## src/gtc_pkg.sv

```systemverilog
// package with register map, field layout and constants of the gated counter
package gtc_pkg;
   // ****************************************************************
   // register byte offsets
   // ****************************************************************
   localparam logic [7:0] CTRL_OFS   = 8'h00;
   localparam logic [7:0] PERIOD_OFS = 8'h04;
   localparam logic [7:0] COUNT_OFS  = 8'h08;
   localparam logic [7:0] STAT_OFS   = 8'h0C;
   localparam logic [7:0] MASK_OFS   = 8'h10;
   localparam logic [7:0] PRIO_OFS   = 8'h14;
   // ****************************************************************
   // control field positions
   // ****************************************************************
   localparam int CTRL_ON_BIT     = 15;
   localparam int CTRL_GATE_BIT   = 6;
   localparam int CTRL_PS_HI      = 5;
   localparam int CTRL_PS_LO      = 4;
   localparam int CTRL_SYNC_BIT   = 2;
   localparam int CTRL_CS_BIT     = 1;
   localparam int CTRL_IE_BIT     = 0;
   localparam logic [15:0] CTRL_WMASK = 16'h8077;
   // ****************************************************************
   // status bits and widths
   // ****************************************************************
   localparam int ST_MATCH_BIT  = 0;
   localparam int ST_GATE_BIT   = 1;
   localparam int NUM_EVENTS    = 2;
   localparam int PRIO_W        = 3;
   localparam logic [15:0] PERIOD_RST = 16'hFFFF;
   localparam logic [2:0]  PRIO_RST   = 3'h4;
   localparam logic [31:0] RD_ZERO    = 32'h0000_0000;
   typedef enum logic [1:0] {GTC_DIV1, GTC_DIV8, GTC_DIV64, GTC_DIV256} gtc_ps_t;
endpackage : gtc_pkg

```

## src/gtc_if.sv

```systemverilog
// interface carrying counting controls from the register file to the core
`timescale 1ns/1ps
interface gtc_if;
   logic        run;      // module on
   logic        cs_ext;   // external clock source
   logic        sync_sel; // synchronised external counting
   logic        gate_en;  // gated accumulation
   logic [1:0]  ps_sel;   // prescale select
   logic [15:0] period;   // period value
   logic        cnt_wr;   // software write of count
   logic [15:0] cnt_wdata;
   logic [15:0] count;    // current count
   logic        match_ev; // period match pulse
   logic        gate_ev;  // gate falling edge pulse
   modport ctl  (output run, cs_ext, sync_sel, gate_en, ps_sel, period, cnt_wr, cnt_wdata,
                 input count, match_ev, gate_ev);
   modport core (input run, cs_ext, sync_sel, gate_en, ps_sel, period, cnt_wr, cnt_wdata,
                 output count, match_ev, gate_ev);
endinterface : gtc_if

```

## src/gtc_top.sv

```systemverilog
// gated 16-bit timer/counter with APB register file and interrupt
// ****************************************************************
// Notes on behaviour
// - sixteen-bit counter, interval timer or time base
// - timer and external counter modes, both counter paths synchronised
// - interrupt on period match or gate fall
// - source select and gate enable bits
// - two-bit prescale select divides counting clock
// - sync select bit picks between two equally synchronised external clock paths
// - counter runs only while module on set
// - loadable period value compared with count
// - irq forwarded when enabled, three-bit priority
// - keeps counting during cpu idle and sleep
// ****************************************************************
`timescale 1ns/1ps
module gtc_top (
   input  wire logic        mclk_i,       // system clock, 100 MHz
   input  wire logic        resetn_i,     // async reset, active low
   input  wire logic        ce_i,         // clock enable, freezes registers, counter and irq
   input  wire logic        ext_clk_i,    // external counting clock pin
   input  wire logic        gate_i,       // external gate pin
   input  wire logic        cpu_idle_i,   // cpu idle indication
   input  wire logic        cpu_sleep_i,  // cpu sleep indication
   input  wire logic        psel_i,       // apb select
   input  wire logic        penable_i,    // apb enable
   input  wire logic        pwrite_i,     // apb write
   input  wire logic [7:0]  paddr_i,      // apb address
   input  wire logic [31:0] pwdata_i,     // apb write data
   input  wire logic [3:0]  pstrb_i,      // apb byte strobes
   output logic      [31:0] prdata_o,     // apb read data
   output logic             pready_o,     // apb ready
   output logic             pslverr_o,    // apb error
   output logic             irq_o,        // interrupt level
   output logic      [2:0]  irq_prio_o    // interrupt priority
);
   localparam int NE = gtc_pkg::NUM_EVENTS;
   logic        rst_s1_reg;
   logic        rst_n;
   logic        ext_s1_reg;
   logic        ext_s2_reg;
   logic        gate_s1_reg;
   logic        gate_s2_reg;
   logic [15:0] ctrl_reg;
   logic [15:0] period_reg;
   logic [NE-1:0] stat_reg;
   logic [NE-1:0] mask_reg;
   logic [2:0]  prio_reg;
   logic        wr_en;
   logic        rd_en;
   logic        hit;
   logic [31:0] rd_next;
   logic [NE-1:0] ev;
   logic        cnt_wr;

   gtc_if cif ();

   // ****************************************************************
   // reset release and pin synchronisers
   // ****************************************************************
   always_ff @(posedge mclk_i or negedge resetn_i) begin
      if (!resetn_i) begin
         rst_s1_reg <= 1'b0;
         rst_n      <= 1'b0;
      end else begin
         rst_s1_reg <= 1'b1;
         rst_n      <= rst_s1_reg;
      end
   end

   // pins are sampled always so levels stay current across ce_i low
   always_ff @(posedge mclk_i or negedge rst_n) begin
      if (!rst_n) begin
         ext_s1_reg  <= 1'b0;
         ext_s2_reg  <= 1'b0;
         gate_s1_reg <= 1'b0;
         gate_s2_reg <= 1'b0;
      end else begin
         ext_s1_reg  <= ext_clk_i;
         ext_s2_reg  <= ext_s1_reg;
         gate_s1_reg <= gate_i;
         gate_s2_reg <= gate_s1_reg;
      end
   end

   // ****************************************************************
   // apb decode
   // ****************************************************************
   assign wr_en     = psel_i && penable_i && pwrite_i;
   assign rd_en     = psel_i && !pwrite_i;
   assign pready_o  = 1'b1;
   assign hit       = (paddr_i == gtc_pkg::CTRL_OFS)  || (paddr_i == gtc_pkg::PERIOD_OFS) ||
                      (paddr_i == gtc_pkg::COUNT_OFS) || (paddr_i == gtc_pkg::STAT_OFS)   ||
                      (paddr_i == gtc_pkg::MASK_OFS)  || (paddr_i == gtc_pkg::PRIO_OFS);
   assign pslverr_o = psel_i && penable_i && !hit;
   assign cnt_wr    = wr_en && ce_i && (paddr_i == gtc_pkg::COUNT_OFS) && pstrb_i[0];

   // ****************************************************************
   // control registers
   // ****************************************************************
   always_ff @(posedge mclk_i or negedge rst_n) begin
      if (!rst_n) begin
         ctrl_reg <= 16'h0000;
      end else if (ce_i && wr_en && paddr_i == gtc_pkg::CTRL_OFS) begin
         if (pstrb_i[0]) ctrl_reg[7:0]  <= pwdata_i[7:0] & gtc_pkg::CTRL_WMASK[7:0];
         if (pstrb_i[1]) ctrl_reg[15:8] <= pwdata_i[15:8] & gtc_pkg::CTRL_WMASK[15:8];
      end
   end

   always_ff @(posedge mclk_i or negedge rst_n) begin
      if (!rst_n) begin
         period_reg <= gtc_pkg::PERIOD_RST;
      end else if (ce_i && wr_en && paddr_i == gtc_pkg::PERIOD_OFS) begin
         if (pstrb_i[0]) period_reg[7:0]  <= pwdata_i[7:0];
         if (pstrb_i[1]) period_reg[15:8] <= pwdata_i[15:8];
      end
   end

   always_ff @(posedge mclk_i or negedge rst_n) begin
      if (!rst_n) begin
         mask_reg <= '0;
         prio_reg <= gtc_pkg::PRIO_RST;
      end else if (ce_i && wr_en && pstrb_i[0]) begin
         if (paddr_i == gtc_pkg::MASK_OFS) mask_reg <= pwdata_i[NE-1:0];
         if (paddr_i == gtc_pkg::PRIO_OFS) prio_reg <= pwdata_i[2:0];
      end
   end

   assign cif.run       = ctrl_reg[gtc_pkg::CTRL_ON_BIT];
   assign cif.cs_ext    = ctrl_reg[gtc_pkg::CTRL_CS_BIT];
   assign cif.sync_sel  = ctrl_reg[gtc_pkg::CTRL_SYNC_BIT];
   assign cif.gate_en   = ctrl_reg[gtc_pkg::CTRL_GATE_BIT];
   assign cif.ps_sel    = ctrl_reg[gtc_pkg::CTRL_PS_HI:gtc_pkg::CTRL_PS_LO];
   assign cif.period    = period_reg;
   assign cif.cnt_wr    = cnt_wr;
   assign cif.cnt_wdata = pwdata_i[15:0];

   // ****************************************************************
   // counting core
   // ****************************************************************
   // cpu_idle_i and cpu_sleep_i are deliberately not used to stop it
   gtc_core #(.CW(16)) u_core (
      .mclk_i      (mclk_i),
      .rst_n       (rst_n),
      .ce_i        (ce_i),
      .ext_clk_s   (ext_s2_reg),
      .ext_clk_raw (ext_s2_reg),
      .gate_s      (gate_s2_reg),
      .c           (cif)
   );

   // ****************************************************************
   // interrupt status
   // ****************************************************************
   assign ev[gtc_pkg::ST_MATCH_BIT] = cif.match_ev;
   assign ev[gtc_pkg::ST_GATE_BIT]  = cif.gate_ev;

   always_ff @(posedge mclk_i or negedge rst_n) begin
      if (!rst_n) begin
         stat_reg <= '0;
      end else if (ce_i) begin
         // a new event wins over a write-one clear
         if (wr_en && paddr_i == gtc_pkg::STAT_OFS && pstrb_i[0]) begin
            stat_reg <= (stat_reg & ~pwdata_i[NE-1:0]) | ev;
         end else begin
            stat_reg <= stat_reg | ev;
         end
      end
   end

   always_ff @(posedge mclk_i or negedge rst_n) begin
      if (!rst_n) begin
         irq_o      <= 1'b0;
         irq_prio_o <= 3'h0;
      end else if (ce_i) begin
         irq_o      <= ctrl_reg[gtc_pkg::CTRL_IE_BIT] && (prio_reg != 3'h0) &&
                       |(stat_reg & mask_reg);
         irq_prio_o <= prio_reg;
      end
   end

   // ****************************************************************
   // read data
   // ****************************************************************
   always_comb begin
      rd_next = gtc_pkg::RD_ZERO;
      unique case (paddr_i)
         gtc_pkg::CTRL_OFS:   rd_next[15:0]   = ctrl_reg;
         gtc_pkg::PERIOD_OFS: rd_next[15:0]   = period_reg;
         gtc_pkg::COUNT_OFS:  rd_next[15:0]   = cif.count;
         gtc_pkg::STAT_OFS:   rd_next[NE-1:0] = stat_reg;
         gtc_pkg::MASK_OFS:   rd_next[NE-1:0] = mask_reg;
         gtc_pkg::PRIO_OFS:   rd_next[2:0]    = prio_reg;
         default:             rd_next         = gtc_pkg::RD_ZERO;
      endcase
   end

   always_ff @(posedge mclk_i or negedge rst_n) begin
      if (!rst_n) begin
         prdata_o <= gtc_pkg::RD_ZERO;
      end else if (rd_en && !penable_i) begin
         prdata_o <= rd_next;
      end
   end
endmodule : gtc_top

```

## src/gtc_core.sv

```systemverilog
// counting core: prescaler, gate, period match and restart
`timescale 1ns/1ps
module gtc_core #(
   parameter int CW = 16
) (
   input  wire logic mclk_i,     // system clock
   input  wire logic rst_n,      // synchronised reset, active low
   input  wire logic ce_i,       // clock enable
   input  wire logic ext_clk_s,  // external clock, already synchronised
   input  wire logic ext_clk_raw,// external clock, sync_sel low path, same two-stage sample
   input  wire logic gate_s,     // gate input, already synchronised
   gtc_if.core       c           // controls and events
);
   logic [7:0]  pre_reg;
   logic        ext_q_reg;
   logic        gate_q_reg;
   logic        tick;
   logic        src_tick;
   logic        pre_tick;
   logic        ext_rise;
   logic [CW-1:0] cnt_reg;
   logic        wrap_reg;

   function automatic logic [7:0] ps_limit(input logic [1:0] s);
      unique case (gtc_pkg::gtc_ps_t'(s))
         gtc_pkg::GTC_DIV1:   ps_limit = 8'h00;
         gtc_pkg::GTC_DIV8:   ps_limit = 8'h07;
         gtc_pkg::GTC_DIV64:  ps_limit = 8'h3F;
         gtc_pkg::GTC_DIV256: ps_limit = 8'hFF;
      endcase
   endfunction : ps_limit

   // ****************************************************************
   // source selection and edge detect
   // ****************************************************************
   // both paths share the two-stage sample: there is no second clock
   // domain, so the sync bit only selects between equal timings
   assign ext_rise = c.sync_sel ? (ext_clk_s & ~ext_q_reg) : (ext_clk_raw & ~ext_q_reg);
   assign src_tick = c.cs_ext ? ext_rise : 1'b1;
   assign pre_tick = src_tick && (pre_reg == ps_limit(c.ps_sel));
   assign tick = c.run && pre_tick && (!c.gate_en || gate_s);

   always_ff @(posedge mclk_i or negedge rst_n) begin
      if (!rst_n) begin
         ext_q_reg  <= 1'b0;
         gate_q_reg <= 1'b0;
      end else if (ce_i) begin
         ext_q_reg  <= c.sync_sel ? ext_clk_s : ext_clk_raw;
         gate_q_reg <= gate_s;
      end
   end

   // ****************************************************************
   // prescaler
   // ****************************************************************
   always_ff @(posedge mclk_i or negedge rst_n) begin
      if (!rst_n) begin
         pre_reg <= 8'h00;
      end else if (ce_i) begin
         if (!c.run || c.cnt_wr) begin
            pre_reg <= 8'h00;
         end else if (src_tick) begin
            pre_reg <= pre_tick ? 8'h00 : pre_reg + 8'h01;
         end
      end
   end

   // ****************************************************************
   // counter with period restart
   // ****************************************************************
   always_ff @(posedge mclk_i or negedge rst_n) begin
      if (!rst_n) begin
         cnt_reg  <= '0;
         wrap_reg <= 1'b0;
      end else if (ce_i) begin
         if (c.cnt_wr) begin
            cnt_reg  <= c.cnt_wdata;
            wrap_reg <= 1'b0;
         end else if (tick) begin
            if (wrap_reg) begin
               cnt_reg  <= '0;
               wrap_reg <= 1'b0;
            end else begin
               cnt_reg  <= cnt_reg + 1'b1;
               wrap_reg <= ((cnt_reg + 1'b1) == c.period);
            end
         end
      end
   end

   assign c.count    = cnt_reg;
   assign c.match_ev = ce_i && tick && !wrap_reg && ((cnt_reg + 1'b1) == c.period);
   assign c.gate_ev  = ce_i && c.run && c.gate_en && gate_q_reg && !gate_s;
endmodule : gtc_core

```

## config.mk

```make
export PLATFORM = sky130hd
export DESIGN_NAME = gtc_top
export DESIGN_NICKNAME = d
export VERILOG_FILES = /design/src/gtc_pkg.sv /design/src/gtc_if.sv /design/src/gtc_top.sv /design/src/gtc_core.sv
export SDC_FILE = /design/constraint.sdc
export NUM_CORES = 1
export LEC_CHECK = 0
export BUFFER_PORTS_ARGS = -buffer_cell sky130_fd_sc_hd__buf_2
export CAP_MARGIN = 20
export CORE_MARGIN = 5
export CORE_UTILIZATION = 51
export CTS_BUF_LIST = sky130_fd_sc_hd__clkbuf_8
export CTS_CLUSTER_DIAMETER = 100
export DETAILED_ROUTE_END_ITERATION = 6
export GPL_TIMING_DRIVEN = 1
export HOLD_SLACK_MARGIN = 0.02
export PLACE_DENSITY = 0.73
export SLEW_MARGIN = 20
export SYNTH_ARGS = -nofsm -noshare
export SYNTH_HDL_FRONTEND = slang
export SYNTH_HIERARCHICAL = 1
export SYNTH_SLANG_ARGS = --single-unit
export TNS_END_PERCENT = 10
```

## constraint.sdc

```tcl
create_clock -name mclk_i -period 4.59 [get_ports mclk_i]
set_input_delay 0.6885 -clock mclk_i [delete_from_list [all_inputs] [get_ports mclk_i]]
set_output_delay 0.6885 -clock mclk_i [all_outputs]
set_load 0.05 [all_outputs]
```

# == Word-level counts from Yosys, hierarchy flattened ==
# Index checks and enable logic that the tools add are counted.
# totals
reg_bits,83
latchBits,0
mem_bits_rw,0
mem_bits_ro,0
out_inout_bits,38
word_cells,108
n_memories,0
# op_classes
n_addsub,2
mul,0
n_div,0
order_cmp,0
eq_ne,10
n_shift,0
n_mux,15
bitwise_logic,7
n_reduce_logical,53
# op_table
operator,count
$mux 16,3
$pmux 13 s3,1
$pmux 8 s4,1
$logic_and 1x1->1,25
$mux 8,3
$add 16x1->16 const B,1
$eq 16x16->1,1
$eq 8x4->1 const B,2
$eq 8x5->1 const B,2
$reduce_and 2->1,8
$pmux 2 s6,1
$add 8x1->8 const B,1
$eq 8x3->1 const B,1
$eq 8x8->1,1
$logic_not 8->1,1
$logic_not 1->1,7
$logic_or 1x1->1,7
$and 2x2->2,2
$eq 2x2->1 const B,2
$mux 1,4
$or 2x2->2,2
$pmux 1 s4,1
$reduce_bool 2->1,2
$reduce_bool 3->1,1
7 further kinds,7

# == Depth between registers and ports, before layout ==
# logic_depth
ltp_word,11
ltp_mapped,10
ltp_nobuf,9

# == Cells and area by module ==
# Netlist, hierarchy kept.
# by_module_without_submodules
module,n_inst,cells_per_inst,area_per_inst_um2,seq_area_each_um2
gtc_top,1,225,2690.1,1422.6
gtc_core,1,259,2150.8,675.6

# == Worst setup path before layout ==
# No wires, ideal clock.
# synth_timing
kind,input to register
start,in paddr_i[1]
end,"reg u_core.cnt_reg[14], in the netlist u_core/c.count[14]"
setup_ns,0.069
t_arrival_ns,2.756
required_ns,4.521
path_slack_ns,1.765
stages,8
path_buffers,1
path_cell_list,or4_4 > nor3_1 > and3_1 > clkbuf_1 > and2_1 > a21oi_1 > or4b_1 > nand3_1
# synth_via
elab_chain_len,5
# synth_rtl
item,line_no,rtl
"start, declared",gtc_top.sv:27,"input wire logic [7:0] paddr_i,"
$eq 8x4->1 (*),gtc_top.sv:95,assign cnt_wr = wr_en && ce_i && (paddr_i == gtc_pkg::COUNT_OFS) && pstrb_i[0];
$logic_and 1x1->1 (*) (2 in series),gtc_top.sv:95,
via cif.cnt_wr,gtc_if.sv:10,logic cnt_wr;
$reduce_bool 2->1 (no source line),n/a,
$reduce_and 2->1 (no source line),n/a,
"end signal, assigned",gtc_core.sv:77,cnt_reg <= c.cnt_wdata;
"end signal, assigned",gtc_core.sv:84,cnt_reg <= cnt_reg + 1'b1;
"end, declared",gtc_core.sv:21,logic [CW-1:0] cnt_reg;
# Mark *: on every way through the listed nets, which the timed path passes. The rest lies on a longest branch.
# A chain may end at the register's enable or synchronous reset.

# == Final worst setup path ==
# layout_timing
start,in paddr_i[1]
end,"reg u_core.cnt_reg[3], in the netlist u_core/c.count[3]"
# The elaborated chain is that of the path after synthesis.

==> impl_metrics.yaml <==
sta:
  worst_slack_ps: 1270
  clock-skew-final_ps: 10.5
  fmax_ghz: 0.301
  maxSlewHeadroom_pct: 26.4
  whs_ps: 88.4
  hold_viol: 0
  min_period_ps: 3320
  fin_crit_sh_pct: 72.4
  worst_slew_pin_slew_ps: 1090
  setup_viol: 0
  rsz0062_at_grt: "false"
  final-max-slew-violation-count: 0
  tns_ps: 0
synth:
  ys_ff_latch: 83
  synth_top_cell_area_share_pct: 34.1
  syn_area_per_cell_sq_um: 10.0
  synthTopCellsByArea: "dfrtp_1, dfstp_2, mux2_2"
  ys_types: 65
  synth_top_cell_by_area: "dfrtp_1"
  synthFlopType: "dfrtp_1"
  synthArstFlopShare_pct: 100
  synth_edf_count: 0
  synthCells: 484
  syn_area_sq_mm: 0.00484
  yosysWarnings: 6
  yosysSeqAreaShare_pct: 43.3
route:
  finalWirelength_um: 11400
  vias: 3842
  wl_per_cell_um: 17.3
  drcViolationCount: 0
  dr.pass1.iters: 5
  ant_nets: 0
  vias_per_cell: 5.83
  drtIter0Drc: 300
die:
  io-pin-count: 92
  start_util_pct: 52.4
  coreArea_sq_mm: 0.00924
  num_rows: 35
  die_w_um: 107
  die-area_sq_mm: 0.0115
  die_h_um: 107
placement:
  pre_cts_ws_ps: 987
  gp_congestion: 0.905
  portBuffers: 54
  dp_hpwl_um: 8180
  placed_area_sq_mm: 0.00510
finish:
  seq_area_sq_mm: 0.00210
  area_growth_pct: 10.7
  multiInputGateArea_sq_mm: 0.00251
  drive_above_1_share_pct: 27.7
  post-route-cell-area_sq_mm: 0.00536
  final_cell_mix: "dfrtp_1, buf_2, nand2_1"
  antenna_cells: 0
  fillers: 823
  final_nets: 581
  mostFrequentLayoutCell: "dfrtp_1"
global_route:
  overflow: 0
  antenna_found_initial: 0
  grt_usage_pct: 20.3
  grt_pass1_wl_um: 18600
  grt_max_degree: 82
  grt_pass1_vias: 3753
worst_setup_path:
  cp-end-kind: "flip-flop"
  cp_cell_sequence: "buf_2, or4_4, nor3_1, and3_1, and2_1, a21oi_1, buf_4, o21ai_0, o311ai_0"
  arrival_ps: 3540
  slowest_stage: "or4_4"
  worstReg2RegStart: "u_core/c.count[0]"
  critical-path-max-stage-delay_ps: 540
  rr_endpoint: "stat_reg[0]"
  reg2reg_depth: 8
  reg2reg_slack_ps: 1640
  cp-start-kind: "input pin"
  cp.required_ps: 4810
  path_class: "input pin to flip-flop"
  path_max_fanout: 21
power:
  p_leak_nw: 2.40
  ir_drop_mv: 0.144
  power_mw: 1.47
  power_density_mw_per_mm2: 274
run:
  drv_cap: 0
clock_tree:
  cts_setup_buffers: 0
  clkTransAtPathRegs_ps: 90
  cts-root-buf: "clkbuf_8"
  h-tree-depth: 3
  cts_hold_buf: 0
  ctsLongestPathBuffers: 2
  insertion_delay_ps: 360
  cts_tree: "built"
  cts.sink_count: 83
  cts_resized: 0
  numCtsBuffers: 9
status:
  status: "completed"
worst_hold_path:
  hold_path_class: "input pin to asynchronous set/reset pin"
## area by class of cell
cell class,instances,area share [%]
Multi-Input combinational cell,364,46.9
Sequential cell,83,39.2
Timing Repair Buffer,57,5.84
Tap cell,129,3.01
Clock buffer,9,2.31
Clock inverter,7,1.98
Inverter,10,0.700
## logic make-up after synthesis
group / count (synthesis) / synth area share (%)
compound gates: 112 / 15.2
xor+xnor: 22 / 3.98
fa+ha+maj: 2 / 0.517
buf+inv: 53 / 5.94
flops: 83 / 43.3
mux: 48 / 11.7
other cells: 2 / 0.155
simple gates: 162 / 19.1
## report_power, final
part | internal, mW | switching (mW)
combinational | 0.0263 | 0.0796
sequential | 0.739 | 0.00948
clock | 0.317 | 0.297
total | 1.08 | 0.386
## critical path, delay by kind of cell
kind / cells / cell delay, ps
AND/OR/NAND/NOR: 4 / 1950
buffers and inverters: 2 / 340
AO/OA/AOI/OAI: 3 / 560
## layer usage
metal | vias up | wire length (um) | track usage, %
met5 | - | 0 | 0
met4 | 0 | 222 | 6.31
met3 | 28 | 846 | 4.74
met2 | 163 | 5300 | 32.0
met1 | 1835 | 5050 | 27.6
li1 | 1816 | - | -
## metrics by stage
stage / std cells / util, %
floorplan: 500 / -
global placement: 642 / 55.2
detailed placement: 642 / 55.2
CTS: 658 / 57.7
global route: 659 / 58.0
finish: 659 / 58.0
## cells in the mapped netlist, types with 3 or more instances
library cell	number
nor2b_1	4
o21ai_0	37
or2_2	3
o211ai_1	3
xnor2_1	12
nor2_1	33
xor2_1	10
a31oi_1	3
buf_4	18
mux2_2	27
o311ai_0	9
clkbuf_1	16
buf_2	5
nor4_1	6
nand3b_1	3
and2_1	4
mux2_4	8
inv_1	10
nor3_1	10
dfstp_2	17
nand4_1	6
and3_1	4
mux2i_1	12
nand3_1	10
nand2_1	51
o31ai_1	17
dfrtp_1	66
a21oi_1	16
a22oi_1	14
## how the worst max path moves through the flow
| stage | slack (ps) | cells past startpoint | endpoint | start |
|---|---|---|---|---|
| floorplan | 1760 | 8 | u_core/c.count[14] | paddr_i[1] |
| global placement | 1100 | 8 | u_core/pre_reg[6] | paddr_i[1] |
| detailed placement | 990 | 9 | u_core/c.count[3] | paddr_i[1] |
| CTS | 1380 | 9 | u_core/c.count[3] | paddr_i[1] |
| global route | 1170 | 9 | u_core/c.count[3] | paddr_i[1] |
| finish | 1270 | 9 | u_core/c.count[3] | paddr_i[1] |
(Power assumes the default switching activity.)
